<file path="config.mk">
export PLATFORM = sky130hd
export DESIGN_NAME = lcf_regs
export DESIGN_NICKNAME = d
export VERILOG_FILES = /design/src/lcf_regs_dummy_never.sv /design/src/lcf_pkg.sv /design/src/lcf_regs.sv
export SDC_FILE = /design/constraint.sdc
export NUM_CORES = 1
export LEC_CHECK = 0
export BUFFER_PORTS_ARGS = -buffer_cell sky130_fd_sc_hd__buf_2
export CORE_MARGIN = 5
export CORE_UTILIZATION = 58
export DETAILED_ROUTE_END_ITERATION = 8
export PLACE_DENSITY = 0.83
export SYNTH_ARGS = -nofsm -noshare
export SYNTH_HDL_FRONTEND = slang
export SYNTH_SLANG_ARGS = --single-unit
</file>
<file path="constraint.sdc">
create_clock -name CLK -period 5.9 [get_ports CLK]
set_clock_uncertainty 0.2 [all_clocks]
set_input_delay 0.295 -clock CLK [delete_from_list [all_inputs] [get_ports CLK]]
set_output_delay 0.295 -clock CLK [all_outputs]
set_load 0.02 [all_outputs]
</file>
<file path="src/lcf_regs_dummy_never.sv">
// no logic here: the whole register bank lives in lcf_regs

</file>
<file path="src/lcf_pkg.sv">
// constants and carrier types for the channel enable and fault register bank
package lcf_pkg;

    // ========================================================================
    // register offsets
    localparam logic [7:0] ADDR_EN_HIGH    = 8'h04;
    localparam logic [7:0] ADDR_EN_LOW     = 8'h05;
    localparam logic [7:0] ADDR_OPEN_HIGH  = 8'h06;
    localparam logic [7:0] ADDR_OPEN_LOW   = 8'h07;
    localparam logic [7:0] ADDR_SHORT_HIGH = 8'h08;
    localparam logic [7:0] ADDR_SHORT_LOW  = 8'h09;

    // ========================================================================
    // reset values, unmapped read data and synchroniser latency
    localparam logic [7:0]  EN_RST     = 8'hff;
    localparam logic [15:0] FLAG_RST   = 16'h0000;
    localparam logic [7:0]  RDATA_RST  = 8'h00;
    localparam logic [7:0]  UNMAPPED   = 8'h00;
    localparam logic [1:0]  SYNC_LAT   = 2'h3;

    // ========================================================================
    // carrier types
    typedef struct packed {
        logic       wr;
        logic       rd;
        logic [7:0] addr;
        logic [7:0] wdata;
    } lcf_req_t;

    typedef struct packed {
        logic chan_eight_on;
        logic chan_seven_on;
        logic chan_six_on;
        logic chan_five_on;
        logic chan_four_on;
        logic chan_three_on;
        logic chan_two_on;
        logic chan_one_on;
    } lcf_en_low_t;

    // ========================================================================
    // upper or lower byte of a sixteen-channel vector
    function automatic logic [7:0] lcf_half(input logic [15:0] vec, input logic upper);
        lcf_half = upper ? vec[15:8] : vec[7:0];
    endfunction : lcf_half

endpackage : lcf_pkg

</file>
<file path="src/lcf_regs.sv">
// channel enable registers and sticky open and short fault flags
//
// Function
// Channels 1 to 8 are enabled by an eight-bit register at 0x05, bit 7 for channel 8.
// A channel whose enable bit is 0 has its current source held off, 1 lets it run.
// Enable bits are host read-write and reset to 1 so all channels start enabled.
// Open-load flags of channels 9 to 16 read at 0x06, bit 7 for channel 16.
// Open-load flags of channels 1 to 8 read at 0x07, bit 7 for channel 8.
// A detected open-load fault sets that channel's open flag to 1.
// Open flags read 0 until a fault is seen and reset to 0.
// Short flags of channels 9 to 16 read at 0x08, bit 7 for channel 16.
// A detected short fault sets that channel's short flag to 1.
// Short flags read 0 until a fault is seen and reset to 0.
// Channels 9 to 16 are enabled by a register at 0x04, bit 7 for channel 16.
// Short flags of channels 1 to 8 read at 0x09, bit 7 for channel 8.
// Writes to the fault registers are ignored and leave the flags as they are.
// The host reads the fault registers after a fault indication to find the channels.
`timescale 1ns/1ns
`default_nettype none

module lcf_regs (
    input  wire logic            CLK,
    input  wire logic            RST,
    input  wire lcf_pkg::lcf_req_t REG_REQ,
    output logic [7:0]           REG_RDATA,
    input  wire logic [15:0]     OPEN_DET,
    input  wire logic [15:0]     SHORT_DET,
    output logic [15:0]          CHAN_ON
);

    // ========================================================================
    // state
    lcf_pkg::lcf_en_low_t en_low_reg,  en_low_next;
    logic [7:0]           en_high_reg, en_high_next;
    logic [15:0]          open_s1_reg, open_s1_next;
    logic [15:0]          open_s2_reg, open_s2_next;
    logic [15:0]          short_s1_reg, short_s1_next;
    logic [15:0]          short_s2_reg, short_s2_next;
    logic [15:0]          open_flag_reg, open_flag_next;
    logic [15:0]          short_flag_reg, short_flag_next;
    logic [7:0]           rdata_reg,  rdata_next;

    // ========================================================================
    // enable registers
    always_comb begin
        en_low_next  = en_low_reg;
        en_high_next = en_high_reg;
        if (REG_REQ.wr && REG_REQ.addr == lcf_pkg::ADDR_EN_LOW) begin
            en_low_next = lcf_pkg::lcf_en_low_t'(REG_REQ.wdata); // see
        end
        if (REG_REQ.wr && REG_REQ.addr == lcf_pkg::ADDR_EN_HIGH) begin
            en_high_next = REG_REQ.wdata;
        end
    end

    always_ff @(posedge CLK or posedge RST) begin
        if (RST) begin
            en_low_reg  <= lcf_pkg::lcf_en_low_t'(lcf_pkg::EN_RST);
            en_high_reg <= lcf_pkg::EN_RST;
        end else begin
            en_low_reg  <= en_low_next;
            en_high_reg <= en_high_next;
        end
    end

    // the enable flops drive the current-source gates directly
    assign CHAN_ON = {en_high_reg, en_low_reg};

    // ========================================================================
    // detector synchronisers and sticky flags
    // detectors are analogue and unclocked, so two flops before any logic
    always_comb begin
        open_s1_next    = OPEN_DET;
        open_s2_next    = open_s1_reg;
        short_s1_next   = SHORT_DET;
        short_s2_next   = short_s1_reg;
        // sticky: no write path at all, so host writes cannot disturb them
        open_flag_next  = open_flag_reg | open_s2_reg;   // see
        short_flag_next = short_flag_reg | short_s2_reg; // see
    end

    always_ff @(posedge CLK or posedge RST) begin
        if (RST) begin
            open_s1_reg    <= lcf_pkg::FLAG_RST;
            open_s2_reg    <= lcf_pkg::FLAG_RST;
            short_s1_reg   <= lcf_pkg::FLAG_RST;
            short_s2_reg   <= lcf_pkg::FLAG_RST;
            open_flag_reg  <= lcf_pkg::FLAG_RST;
            short_flag_reg <= lcf_pkg::FLAG_RST;
        end else begin
            open_s1_reg    <= open_s1_next;
            open_s2_reg    <= open_s2_next;
            short_s1_reg   <= short_s1_next;
            short_s2_reg   <= short_s2_next;
            open_flag_reg  <= open_flag_next;
            short_flag_reg <= short_flag_next;
        end
    end

    // ========================================================================
    // read path
    // read data is registered and held until the next read
    always_comb begin
        rdata_next = rdata_reg;
        if (REG_REQ.rd) begin
            unique case (REG_REQ.addr)
                lcf_pkg::ADDR_EN_HIGH:    rdata_next = en_high_reg;
                lcf_pkg::ADDR_EN_LOW:     rdata_next = en_low_reg;
                lcf_pkg::ADDR_OPEN_HIGH:  rdata_next = lcf_pkg::lcf_half(open_flag_reg, 1'b1);
                lcf_pkg::ADDR_OPEN_LOW:   rdata_next = lcf_pkg::lcf_half(open_flag_reg, 1'b0);
                lcf_pkg::ADDR_SHORT_HIGH: rdata_next = lcf_pkg::lcf_half(short_flag_reg, 1'b1);
                lcf_pkg::ADDR_SHORT_LOW:  rdata_next = lcf_pkg::lcf_half(short_flag_reg, 1'b0);
                default:                  rdata_next = lcf_pkg::UNMAPPED;
            endcase
        end
    end

    always_ff @(posedge CLK or posedge RST) begin
        if (RST) begin
            rdata_reg <= lcf_pkg::RDATA_RST;
        end else begin
            rdata_reg <= rdata_next;
        end
    end

    assign REG_RDATA = rdata_reg;

    // ========================================================================
    // checks
    // warm-up count so depth-three history is not taken from before reset
    logic [1:0] warm_reg, warm_next;

    always_comb begin
        warm_next = warm_reg;
        if (warm_reg != lcf_pkg::SYNC_LAT) begin
            warm_next = warm_reg + 2'h1;
        end
    end

    always_ff @(posedge CLK or posedge RST) begin
        if (RST) begin
            warm_reg <= 2'h0;
        end else begin
            warm_reg <= warm_next;
        end
    end
endmodule : lcf_regs

`default_nettype wire

</file>
## Word level (Yosys, flattened, before mapping)

Cells that the tools add are included.
Widths: inputs -> output; s select.

- Bits in registers: 120
- Input bits: 52

- Equality and inequality tests: 6
- Multiplexer cells: 1
- Bitwise logic cells: 2
- Reductions and logical operators: 2

Operator list:

| cell | number |
|---|---|
| $pmux 8 s6 | 1 |
| $eq 8x3->1 const B | 4 |
| $or 16x16->16 | 2 |
| $eq 8x4->1 const B | 2 |
| $logic_and 1x1->1 | 2 |

## Logic depth before layout (Yosys ltp)

Gate-level depths: netlist (run 1).

- Word-level depth: 2
- Mapped depth: 6
- Mapped depth without buffers: 4

## Worst setup path before layout (run 1)

No wires, ideal clock.

- Path type: input-to-reg
- Start point: input port REG_REQ[13] in the netlist's numbering
- End point: register en_low_reg (netlist bit CHAN_ON[0])
- Arrival time: 1.332 ns
- Data required time: 5.618 ns
- Setup slack: 4.285 ns
- Cell stages on the path: 4
- Buffers on the path: 0
- Cell sequence: nor4_4 -> nand3_1 -> nor2_4 -> mux2_2

- Longest elaborated chain between the ends: 2

RTL lines:

| item | line | source |
|---|---|---|
| start: declaration | lcf_regs.sv:24 | `input wire lcf_pkg::lcf_req_t REG_REQ,` |
| $eq 8x3->1 | lcf_regs.sv:48 | `if (REG_REQ.wr && REG_REQ.addr == lcf_pkg::ADDR_EN_LOW) begin` |
| $logic_and 1x1->1 | lcf_regs.sv:48 |  |
| end signal: assignment | lcf_regs.sv:58 | `en_low_reg <= lcf_pkg::lcf_en_low_t'(lcf_pkg::EN_RST);` |
| end signal: assignment | lcf_regs.sv:61 | `en_low_reg <= en_low_next;` |
| end: declaration | lcf_regs.sv:33 | `lcf_pkg::lcf_en_low_t en_low_reg, en_low_next;` |

No other way between the ends.
A chain may end at the register's enable or synchronous reset.

==> results of run 1 <==
synthesized netlist by cell type:
cell type | count | share of area (%)
a21oi_1 | 1 | 0.13
a221o_1 | 2 | 0.51
a22o_1 | 2 | 0.44
a22oi_1 | 10 | 1.9
a31oi_1 | 2 | 0.32
a32o_1 | 3 | 0.76
and2_2 | 1 | 0.19
buf_2 | 5 | 0.63
clkbuf_1 | 3 | 0.28
clkinv_1 | 1 | 0.095
dfrtp_1 | 104 | 66
dfstp_2 | 16 | 11
inv_1 | 2 | 0.19
mux2_2 | 16 | 4.6
mux2i_1 | 8 | 2.0
mux4_2 | 1 | 0.57
nand2_1 | 6 | 0.57
nand2b_1 | 2 | 0.32
nand3_1 | 5 | 0.63
nand4_2 | 1 | 0.32
nor2_1 | 2 | 0.19
nor2_4 | 1 | 0.28
nor2b_1 | 2 | 0.32
nor3_1 | 3 | 0.38
nor4_4 | 1 | 0.54
o211ai_1 | 2 | 0.38
o21ai_0 | 3 | 0.38
o221ai_1 | 1 | 0.22
o22ai_1 | 2 | 0.32
o2bb2ai_1 | 3 | 0.66
o311ai_0 | 2 | 0.44
or2_2 | 32 | 5.1
logic make-up (layout without fill, tap and decap cells):
logic type / after synthesis / after routing / share of synthesized area, %
muxes: 25 / 25 / 7.15
DFF: 120 / 120 / 76.4
buffers and inverters: 11 / 155 / 1.20
AOI/OAI and AO/OA: 33 / 33 / 6.45
and+or+nand+nor: 56 / 56 / 8.79
worst max path at each step:
stage,to,slack [ns],cells past startpoint
2_1_floorplan,REG_RDATA[0],2.25,1
3_3_place_gp,open_s1_reg[14],4.00,3
3_5_place_dp,REG_RDATA[0],3.87,5
4_1_cts,REG_RDATA[0],3.94,4
5_1_grt,short_s2_reg[14],3.70,4
6_report,REG_RDATA[0],3.99,4
final cells by class:
cell class / instances / area [sq um] / area share (%)
Sequential cell: 120 / 3020 / 55.7
Tap cell: 80 / 100 / 1.85
Timing Repair Buffer: 120 / 821 / 15.1
Inverter: 3 / 13.8 / 0.254
Clock buffer: 17 / 414 / 7.64
Clock inverter: 15 / 165 / 3.05
Multi-Input combinational cell: 114 / 886 / 16.3
power groups by stage:
stage	logic (uW)	clock network (uW)	registers, uW
2_1_floorplan	37.2	0	885
3_3_place_gp	77.5	0	878
3_5_place_dp	80.1	0	880
4_1_cts	102	1000	866
5_1_grt	112	1050	869
6_report	102	993	866
layer usage:
layer | global-route usage [%] | wire, microns | part of all wire [%]
met5 | 0 | 0 | 0
met4 | 10.4 | 155 | 1.9
met3 | 7.96 | 470 | 5.7
met2 | 36.4 | 4400 | 54
met1 | 23.4 | 3160 | 39
metrics by stage:
stage	hold WS, ns	util [%]
floorplan	0.126	-
global placement	0.102	65.7
detailed placement	0.109	65.7
CTS	0.0209	80.7
global route	0.0676	80.7
finish	0.0718	80.7
worst reg2reg max path, stage by stage (launching register included):
cell	delay (ns)
dfstp_2	0.55
a22o_1	0.15
a22oi_1	0.07
o311ai_0	0.44
==> results.py, run 1 <==
metrics = {
    "clock_tree": {
        "ctsResizeCount": 0,
        "clockBufferDepth": 2,
        "numCtsBuffers": 17,
        "clock_root_buffer": "clkbuf_8",
        "clock_sink_count": 120,
        "worst_skew_pair.late_latency_ns": 0.51,
        "cts-htree-levels": 4,
        "postCtsSetupBuffers": 0,
        "cts.clk_slew.worst_paths_ns": 0.06,
        "cts.hold.buffers_added": 43,
        "clock_tree_from_tritoncts": "built",
    },
    "critical_path": {
        "timing.rr.start": "CHAN_ON[6]",
        "cp_cell_sequence": "dlygate4sd3_1 > buf_2 > inv_4 > buf_4",
        "timing.critical_path.required_ns": 6.17,
        "criticalPathCategory": "in2async",
        "ff2ff_path_depth": 3,
        "critical_path_buf_inv_count": 4,
        "critPathTopFamily": "buffers and inverters",
        "crit_arrival_ns": 2.18,
        "cpPeakStageDelay_ns": 0.85,
        "worstReg2RegEnd": "REG_RDATA[6]",
        "startpoint": "RST",
        "cp_max_fo": 88,
        "worstSetupEndpointType": "asynchronous set/reset pin",
        "cp_slowest_cell": "buf_4",
        "worst-r2r-setup-slack_ns": 4.35,
        "timing.critical_path.from_type": "primary input",
    },
    "sta": {
        "max_clock_freq_ghz": 0.524,
        "timing.final.max_slew_violations": 0,
        "finalSetupViolCount": 0,
        "worst-slew-pin-transition_ns": 1.03,
        "grt_setup_unrepaired": "false",
        "timing.slew.headroom_pct": 31.3,
        "report.final.hold_viol_count": 0,
        "period_share_pct": 32.3,
        "finalWorstPathRequiredPeriod_ns": 1.91,
        "setup_tns_ns": 0,
        "worst_setup_slack_final_ns": 3.99,
    },
    "power": {
        "static_power_due_to_leakage_uw": 0.00238,
        "power.switching_fraction_pct": 22.9,
        "total_power_uw": 1960,
        "power_density_nw_per_um2": 362,
        "share_comb_of_total_power_pct": 5.2,
        "p_seq_share_pct": 44.2,
        "power.switching_uw": 448,
        "intPower_uw": 1510,
        "ir_drop_mv": 0.251,
        "share_clk_of_total_power_pct": 50.6,
    },
    "floorplanning": {
        "fp.coreArea_sq_um": 6720,
        "ioPinCount": 76,
        "rows": 30,
        "floorplan.initialDensity_pct": 58.9,
        "die_w_microns": 92.6,
        "die_area_sq_um": 8570,
        "die_y_microns": 92.6,
    },
    "cells_and_area": {
        "finalNetCount": 428,
        "mostFrequentLayoutCells": "dfrtp_1 (104), buf_2 (75), dlygate4sd3_1 (43), or2_2 (32)",
        "layout_commonest_cell": "dfrtp_1",
        "syn_to_final_growth_pct": 37.1,
        "final_layout_size_suffix_gt1_share_pct": 46.0,
        "antenna_cells": 0,
        "post_layout_nonfiller_instances": 469,
        "fillerInstances": 357,
        "postLayoutCellArea_sq_um": 5420,
    },
    "place": {
        "port-buffer-count": 75,
        "dp_cells": 394,
        "gp_congestion": 0.754,
        "dpl.hpwl_microns": 4950,
        "place_ws_ns": 3.87,
        "placed_area_sq_um": 4410,
    },
    "routing": {
        "dr.pass1.iters": 4,
        "drt-total-wl_microns": 8190,
        "detail_route.drc_violations": 0,
        "post_drt_via_cell_ratio": 5.29,
        "drt_iter0_markers": 136,
        "detail-route-antenna-nets": 0,
        "post_drt_wl_per_cell_microns": 17.5,
        "dr_vias": 2480,
    },
    "flow_run": {
        "cap_violations": 0,
    },
    "global_routing": {
        "grt.total_usage_pct": 21.3,
        "antenna_found_initial": 0,
        "grt_pass1_vias": 2718,
        "first_pass_grt_wire_length_microns": 13300,
        "grt_start_max_net_pins": 89,
        "grt.overflow.total": 0,
    },
    "min_path": {
        "min_delay_worst_endpoint": "REG_RDATA[0]",
        "min_delay_path_depth": 4,
        "worst_hold_startpoint": "REG_REQ[14]",
        "hold_class": "in2reg",
    },
    "logic_synthesis": {
        "ys_ff_latch": 120,
        "yosys_warnings": 0,
        "ys_seq_area_share_pct": 76.4,
        "postSynthCellCount": 245,
        "synth_area_sq_um": 3960,
        "syn_avg_cell_area_sq_um": 16.1,
        "postSynthNetCount": 297,
        "yosysUniqueCellTypes": 32,
    },
    "outcome": {
        "run_status": "complete, no violations",
    },
}
No activity file was read; power rests on OpenSTA's default activity.
==> inputs of run 2 (changes only) <==
Settings changed: CORE_UTILIZATION 58 to 54, PLACE_DENSITY 0.83 to 0.78.
Clock period 5.9 ns to 1.76 ns, I/O delays scaled along.
==> run 2 against run 1 <==
Compared with the run above: via count increased by 4.7%; final cell count increased by 8.5%; die area increased by 6.6%; total power increased to 3.5 times the previous value; global-route usage increased by 0.95 points; highest routed layer unchanged.
==> results.py, run 2 (synthesis results as in run 1) <==
metrics = {
    "place": {
        "place_ws_ns": 0.169,
        "port-buffer-count": 75,
        "dpl.hpwl_microns": 5140,
        "gp_congestion": 0.764,
    },
    "cells_and_area": {
        "layout_commonest_cell": "dfrtp_1",
        "fillerInstances": 400,
        "antenna_cells": 0,
        "syn_to_final_growth_pct": 44.0,
        "mostFrequentLayoutCells": "dfrtp_1 (104), buf_2 (75), dlygate4sd3_1 (57), or2_2 (32)",
        "finalNetCount": 449,
        "final_core_utilization_pct": 79.4,
        "final_layout_size_suffix_gt1_share_pct": 45.1,
    },
    "critical_path": {
        "worstSetupEndpointType": "register",
        "timing.critical_path.required_ns": 1.99,
        "ff2ff_path_depth": 2,
        "criticalPathCategory": "in2reg",
        "cp_max_fo": 8,
        "timing.critical_path.from_type": "primary input",
        "crit_arrival_ns": 1.88,
    },
    "sta": {
        "max_clock_freq_ghz": 0.605,
        "timing.slew.headroom_pct": 63.9,
        "grt_setup_unrepaired": "false",
        "period_share_pct": 93.9,
        "worst-slew-pin-transition_ns": 0.542,
        "worst_setup_slack_final_ns": 0.108,
        "setup_tns_ns": 0,
        "finalWorstPathRequiredPeriod_ns": 1.65,
        "report.final.hold_viol_count": 0,
        "finalSetupViolCount": 0,
        "timing.final.max_slew_violations": 0,
    },
    "routing": {
        "dr_vias": 2596,
        "detail-route-antenna-nets": 0,
        "detail_route.drc_violations": 0,
        "drt-total-wl_microns": 9120,
        "drt_iter0_markers": 112,
        "post_drt_via_cell_ratio": 5.10,
        "dr.pass1.iters": 4,
        "post_drt_wl_per_cell_microns": 17.9,
    },
    "global_routing": {
        "first_pass_grt_wire_length_microns": 14400,
        "grt.total_usage_pct": 22.3,
        "antenna_found_initial": 0,
        "grt_start_max_net_pins": 76,
        "grt_pass1_vias": 2802,
        "grt.overflow.total": 0,
    },
    "outcome": {
        "run_status": "complete, no violations",
    },
    "power": {
        "ir_drop_mv": 1.18,
        "power_density_nw_per_um2": 1200,
        "static_power_due_to_leakage_uw": 0.00251,
    },
    "clock_tree": {
        "worst_skew_pair.late_latency_ns": 0.51,
        "cts.clk_slew.worst_paths_ns": 0.06,
        "numCtsBuffers": 17,
        "clockBufferDepth": 2,
        "clock_sink_count": 120,
        "clock_root_buffer": "clkbuf_8",
        "postCtsSetupBuffers": 0,
        "clock_tree_from_tritoncts": "built",
        "cts-htree-levels": 4,
    },
    "min_path": {
        "min_delay_path_depth": 2,
        "hold_class": "in2reg",
    },
    "floorplanning": {
        "floorplan.initialDensity_pct": 55.1,
        "fp.coreArea_sq_um": 7180,
        "die_w_microns": 95.6,
        "die_area_sq_um": 9140,
        "rows": 31,
        "ioPinCount": 76,
        "die_y_microns": 95.6,
    },
    "flow_run": {
        "cap_violations": 0,
    },
}
==> run 2: layout make-up <==
| cell class | count | area (sq um) | area share (%) |
|---|---|---|---|
| repair buffers | 141 | 1030 | 18.1 |
| multi-input cells | 114 | 886 | 15.6 |
| inverters | 3 | 15.0 | 0.264 |
| well taps | 99 | 124 | 2.17 |
| clock inverters | 15 | 203 | 3.56 |
| flip-flops and latches | 120 | 3020 | 53.1 |
| clock buffers | 17 | 414 | 7.27 |
==> run 2: path summary, 6_finish.rpt <==
path                                   endpoint             from  slack [ns]
worst max-delay path                 CHAN_ON[1]      REG_REQ[13]        0.11
worst min-delay path             open_s1_reg[2]      OPEN_DET[2]        0.01
worst max register to register   en_high_reg[0]   en_high_reg[0]        0.24
worst min register to register  short_s2_reg[2]  short_s1_reg[2]        0.14
max in group asynchronous        en_high_reg[5]              RST        0.86
min in group asynchronous       open_s2_reg[15]              RST        0.02
==> run 2: power by group <==
part,leakage (uW),internal (uW),switching [uW],total [uW]
logic,0.000911,191,198,389
clock network,0.000298,2300,1230,3540
registers,0.00130,2870,36.5,2910
==> run 2: routing by layer <==
| layer | wire [microns] | vias up | track usage [%] |
|---|---|---|---|
| met4 | 218 | 0 | 10.8 |
| li1 | - | 1160 | - |
| met2 | 4790 | 96 | 37.6 |
| met5 | 0 | - | 0 |
| met3 | 566 | 17 | 6.87 |
| met1 | 3540 | 1323 | 25.8 |
==> run 2: through the flow <==
stage	hold slack, ns	total power [uW]	std cells	instance area [sq um]
after detailed placement	-0.00268	3230	419	4500
after global routing	0.00791	7060	509	5700
after global placement	-0.00453	3220	419	4500
after floorplan	-0.0806	3090	245	3960
after CTS	0.000495	6870	509	5690
final	0.0135	6830	509	5700
==> run 2: critical path, cell delays in order <==
cell and delay [ns]:
buf_2 0.12, nor4_4 0.28, dlygate4sd3_1 0.59, nand3_1 0.12, nor2_4 0.28, mux2_2 0.40
==> run 2: timing repair <==
item,4_1_cts,5_1_grt
resized for setup,0,1
endpoints found under the setup margin,0,6
endpoints found under the hold margin,176,0
hold buffers,58,0
==> inputs of run 3 (changes only) <==
Settings changed: MAX_ROUTING_LAYER from default to met4.
==> run 3 against run 2 <==
Compared with the run above: clock power barely moved; final cell count did not move; hold slack barely moved; die area did not move; register-to-register slack barely moved; flip-flop and latch count did not move; first-iteration DRC count rose by 21%; routed wire length rose by 0.64%; sequential share of layout area did not move; worst setup slack got worse by 0.012 ns; non-clock buffer count did not move.
==> results.py, run 3 (synthesis results as in run 1) <==
metrics = {
    "outcome": {
        "run_status": "complete, no violations",
    },
    "cells_and_area": {
        "finalNetCount": 449,
        "fillerInstances": 400,
        "layout_commonest_cell": "dfrtp_1",
        "final_layout_size_suffix_gt1_share_pct": 45.1,
        "mostFrequentLayoutCells": "dfrtp_1 (104), buf_2 (75), dlygate4sd3_1 (57), or2_2 (32)",
        "antenna_cells": 0,
        "post_layout_nonfiller_instances": 509,
        "syn_to_final_growth_pct": 44.0,
    },
    "min_path": {
        "hold_class": "in2reg",
        "min_delay_worst_endpoint": "REG_RDATA[4]",
        "worst_hold_startpoint": "REG_REQ[8]",
        "min_delay_path_depth": 4,
    },
    "critical_path": {
        "cp_max_fo": 8,
        "timing.critical_path.required_ns": 1.99,
        "worstReg2RegEnd": "en_high_reg[0]",
        "timing.critical_path.from_type": "primary input",
        "crit_arrival_ns": 1.89,
        "worst-r2r-setup-slack_ns": 0.25,
        "timing.rr.start": "en_high_reg[0]",
        "worstSetupEndpointType": "register",
        "ff2ff_path_depth": 2,
        "cpPeakStageDelay_ns": 0.65,
        "cp_cell_sequence": "buf_2 > dlygate4sd3_1 > inv_1 > nand2_1 > nor2_4 > mux2_2",
        "criticalPathCategory": "in2reg",
        "cp_slowest_cell": "dlygate4sd3_1",
    },
    "global_routing": {
        "met1_use_gr_pct": 26.1,
        "grt_start_max_net_pins": 76,
        "met3_usage_pct": 6.87,
        "grt_pass1_vias": 2806,
        "antenna_found_initial": 0,
        "global_route.usage.met2_pct": 37.6,
        "grt.total_usage_pct": 22.9,
        "grt.overflow.total": 0,
        "first_pass_grt_wire_length_microns": 14400,
        "globalRoute.busiestLayer": "met2",
    },
    "routing": {
        "drt-total-wl_microns": 9170,
        "detail-route-antenna-nets": 0,
        "drt_iter0_markers": 136,
        "dr.pass1.iters": 4,
        "dr_vias": 2575,
        "post_drt_via_cell_ratio": 5.06,
        "detail_route.drc_violations": 0,
        "post_drt_wl_per_cell_microns": 18.0,
    },
    "sta": {
        "grt_setup_unrepaired": "false",
        "max_clock_freq_ghz": 0.601,
        "timing.slew.headroom_pct": 64.1,
        "report.final.hold_viol_count": 0,
        "worst-slew-pin-transition_ns": 0.538,
        "setup_tns_ns": 0,
        "finalSetupViolCount": 0,
        "timing.final.max_slew_violations": 0,
        "period_share_pct": 94.5,
        "finalWorstPathRequiredPeriod_ns": 1.66,
        "worst_setup_slack_final_ns": 0.0962,
    },
    "clock_tree": {
        "worst_skew_pair.late_latency_ns": 0.50,
        "clock_tree_from_tritoncts": "built",
        "cts.clk_slew.worst_paths_ns": 0.06,
        "cts-htree-levels": 4,
        "clock_root_buffer": "clkbuf_8",
        "numCtsBuffers": 17,
        "clock_sink_count": 120,
        "clockBufferDepth": 2,
        "postCtsSetupBuffers": 0,
    },
    "floorplanning": {
        "floorplan.initialDensity_pct": 55.1,
        "rows": 31,
        "die_w_microns": 95.6,
        "ioPinCount": 76,
        "die_y_microns": 95.6,
        "fp.coreArea_sq_um": 7180,
        "die_area_sq_um": 9140,
    },
    "place": {
        "gp_congestion": 0.774,
        "port-buffer-count": 75,
        "place_ws_ns": 0.169,
        "dpl.hpwl_microns": 5140,
        "dp_cells": 419,
    },
    "flow_run": {
        "cap_violations": 0,
    },
    "power": {
        "ir_drop_mv": 1.19,
        "power_density_nw_per_um2": 1200,
        "static_power_due_to_leakage_uw": 0.00251,
        "total_power_uw": 6840,
    },
}
-- run 3: report_power, final --
| group | total (uW) | internal, uW | switching (uW) |
|---|---|---|---|
| Combinational | 389 | 191 | 198 |
| Clock | 3540 | 2300 | 1240 |
| Sequential | 2910 | 2870 | 36.7 |
-- run 3: repair_timing --
item	CTS	global route
endpoints found under the setup margin	0	6
resized for setup	0	1
endpoints found under the hold margin	176	0
hold buffers	58	0
-- run 3: routing by layer --
layer / part of all wire (%) / vias up
li1: - / 1159
met1: 39 / 1298
met2: 52 / 102
met3: 6.7 / 16
met4: 2.4 / 0
met5: 0 / -
-- run 3: final cells by class --
cell class	instances	area, sq um	share of cell area, %
clock inverter	15	203	3.56
tap	99	124	2.17
multi-input combinational	114	886	15.6
timing repair buffer	141	1030	18.1
inverter	3	15.0	0.264
sequential	120	3020	53.1
clock buffer	17	414	7.27
-- run 3: how the worst max path moves through the flow --
stage                     endpoint         from  cells past startpoint  slack [ns]
floorplan             REG_RDATA[0]          RST                      1        0.02
global placement        CHAN_ON[5]  REG_REQ[13]                      5        0.19
detailed placement      CHAN_ON[7]  REG_REQ[13]                      5        0.17
CTS                 en_high_reg[3]  REG_REQ[17]                      5        0.02
global route            CHAN_ON[1]   REG_REQ[9]                      6        0.02
finish                  CHAN_ON[1]   REG_REQ[9]                      6         0.1
-- run 3: critical path, delay by kind of cell --
family / cells / cell delay [ns]
simple gates: 2 / 0.48
mux: 1 / 0.40
buf+inv: 3 / 0.93
-- run 3: through the flow --
step	cell area, sq um	hold WS, ns	util (%)
floorplan	3960	-0.0806	-
global placement	4500	-0.00453	62.7
detailed placement	4500	-0.00268	62.7
CTS	5690	0.000495	79.3
global route	5700	0.00897	79.4
finish	5700	0.0136	79.4
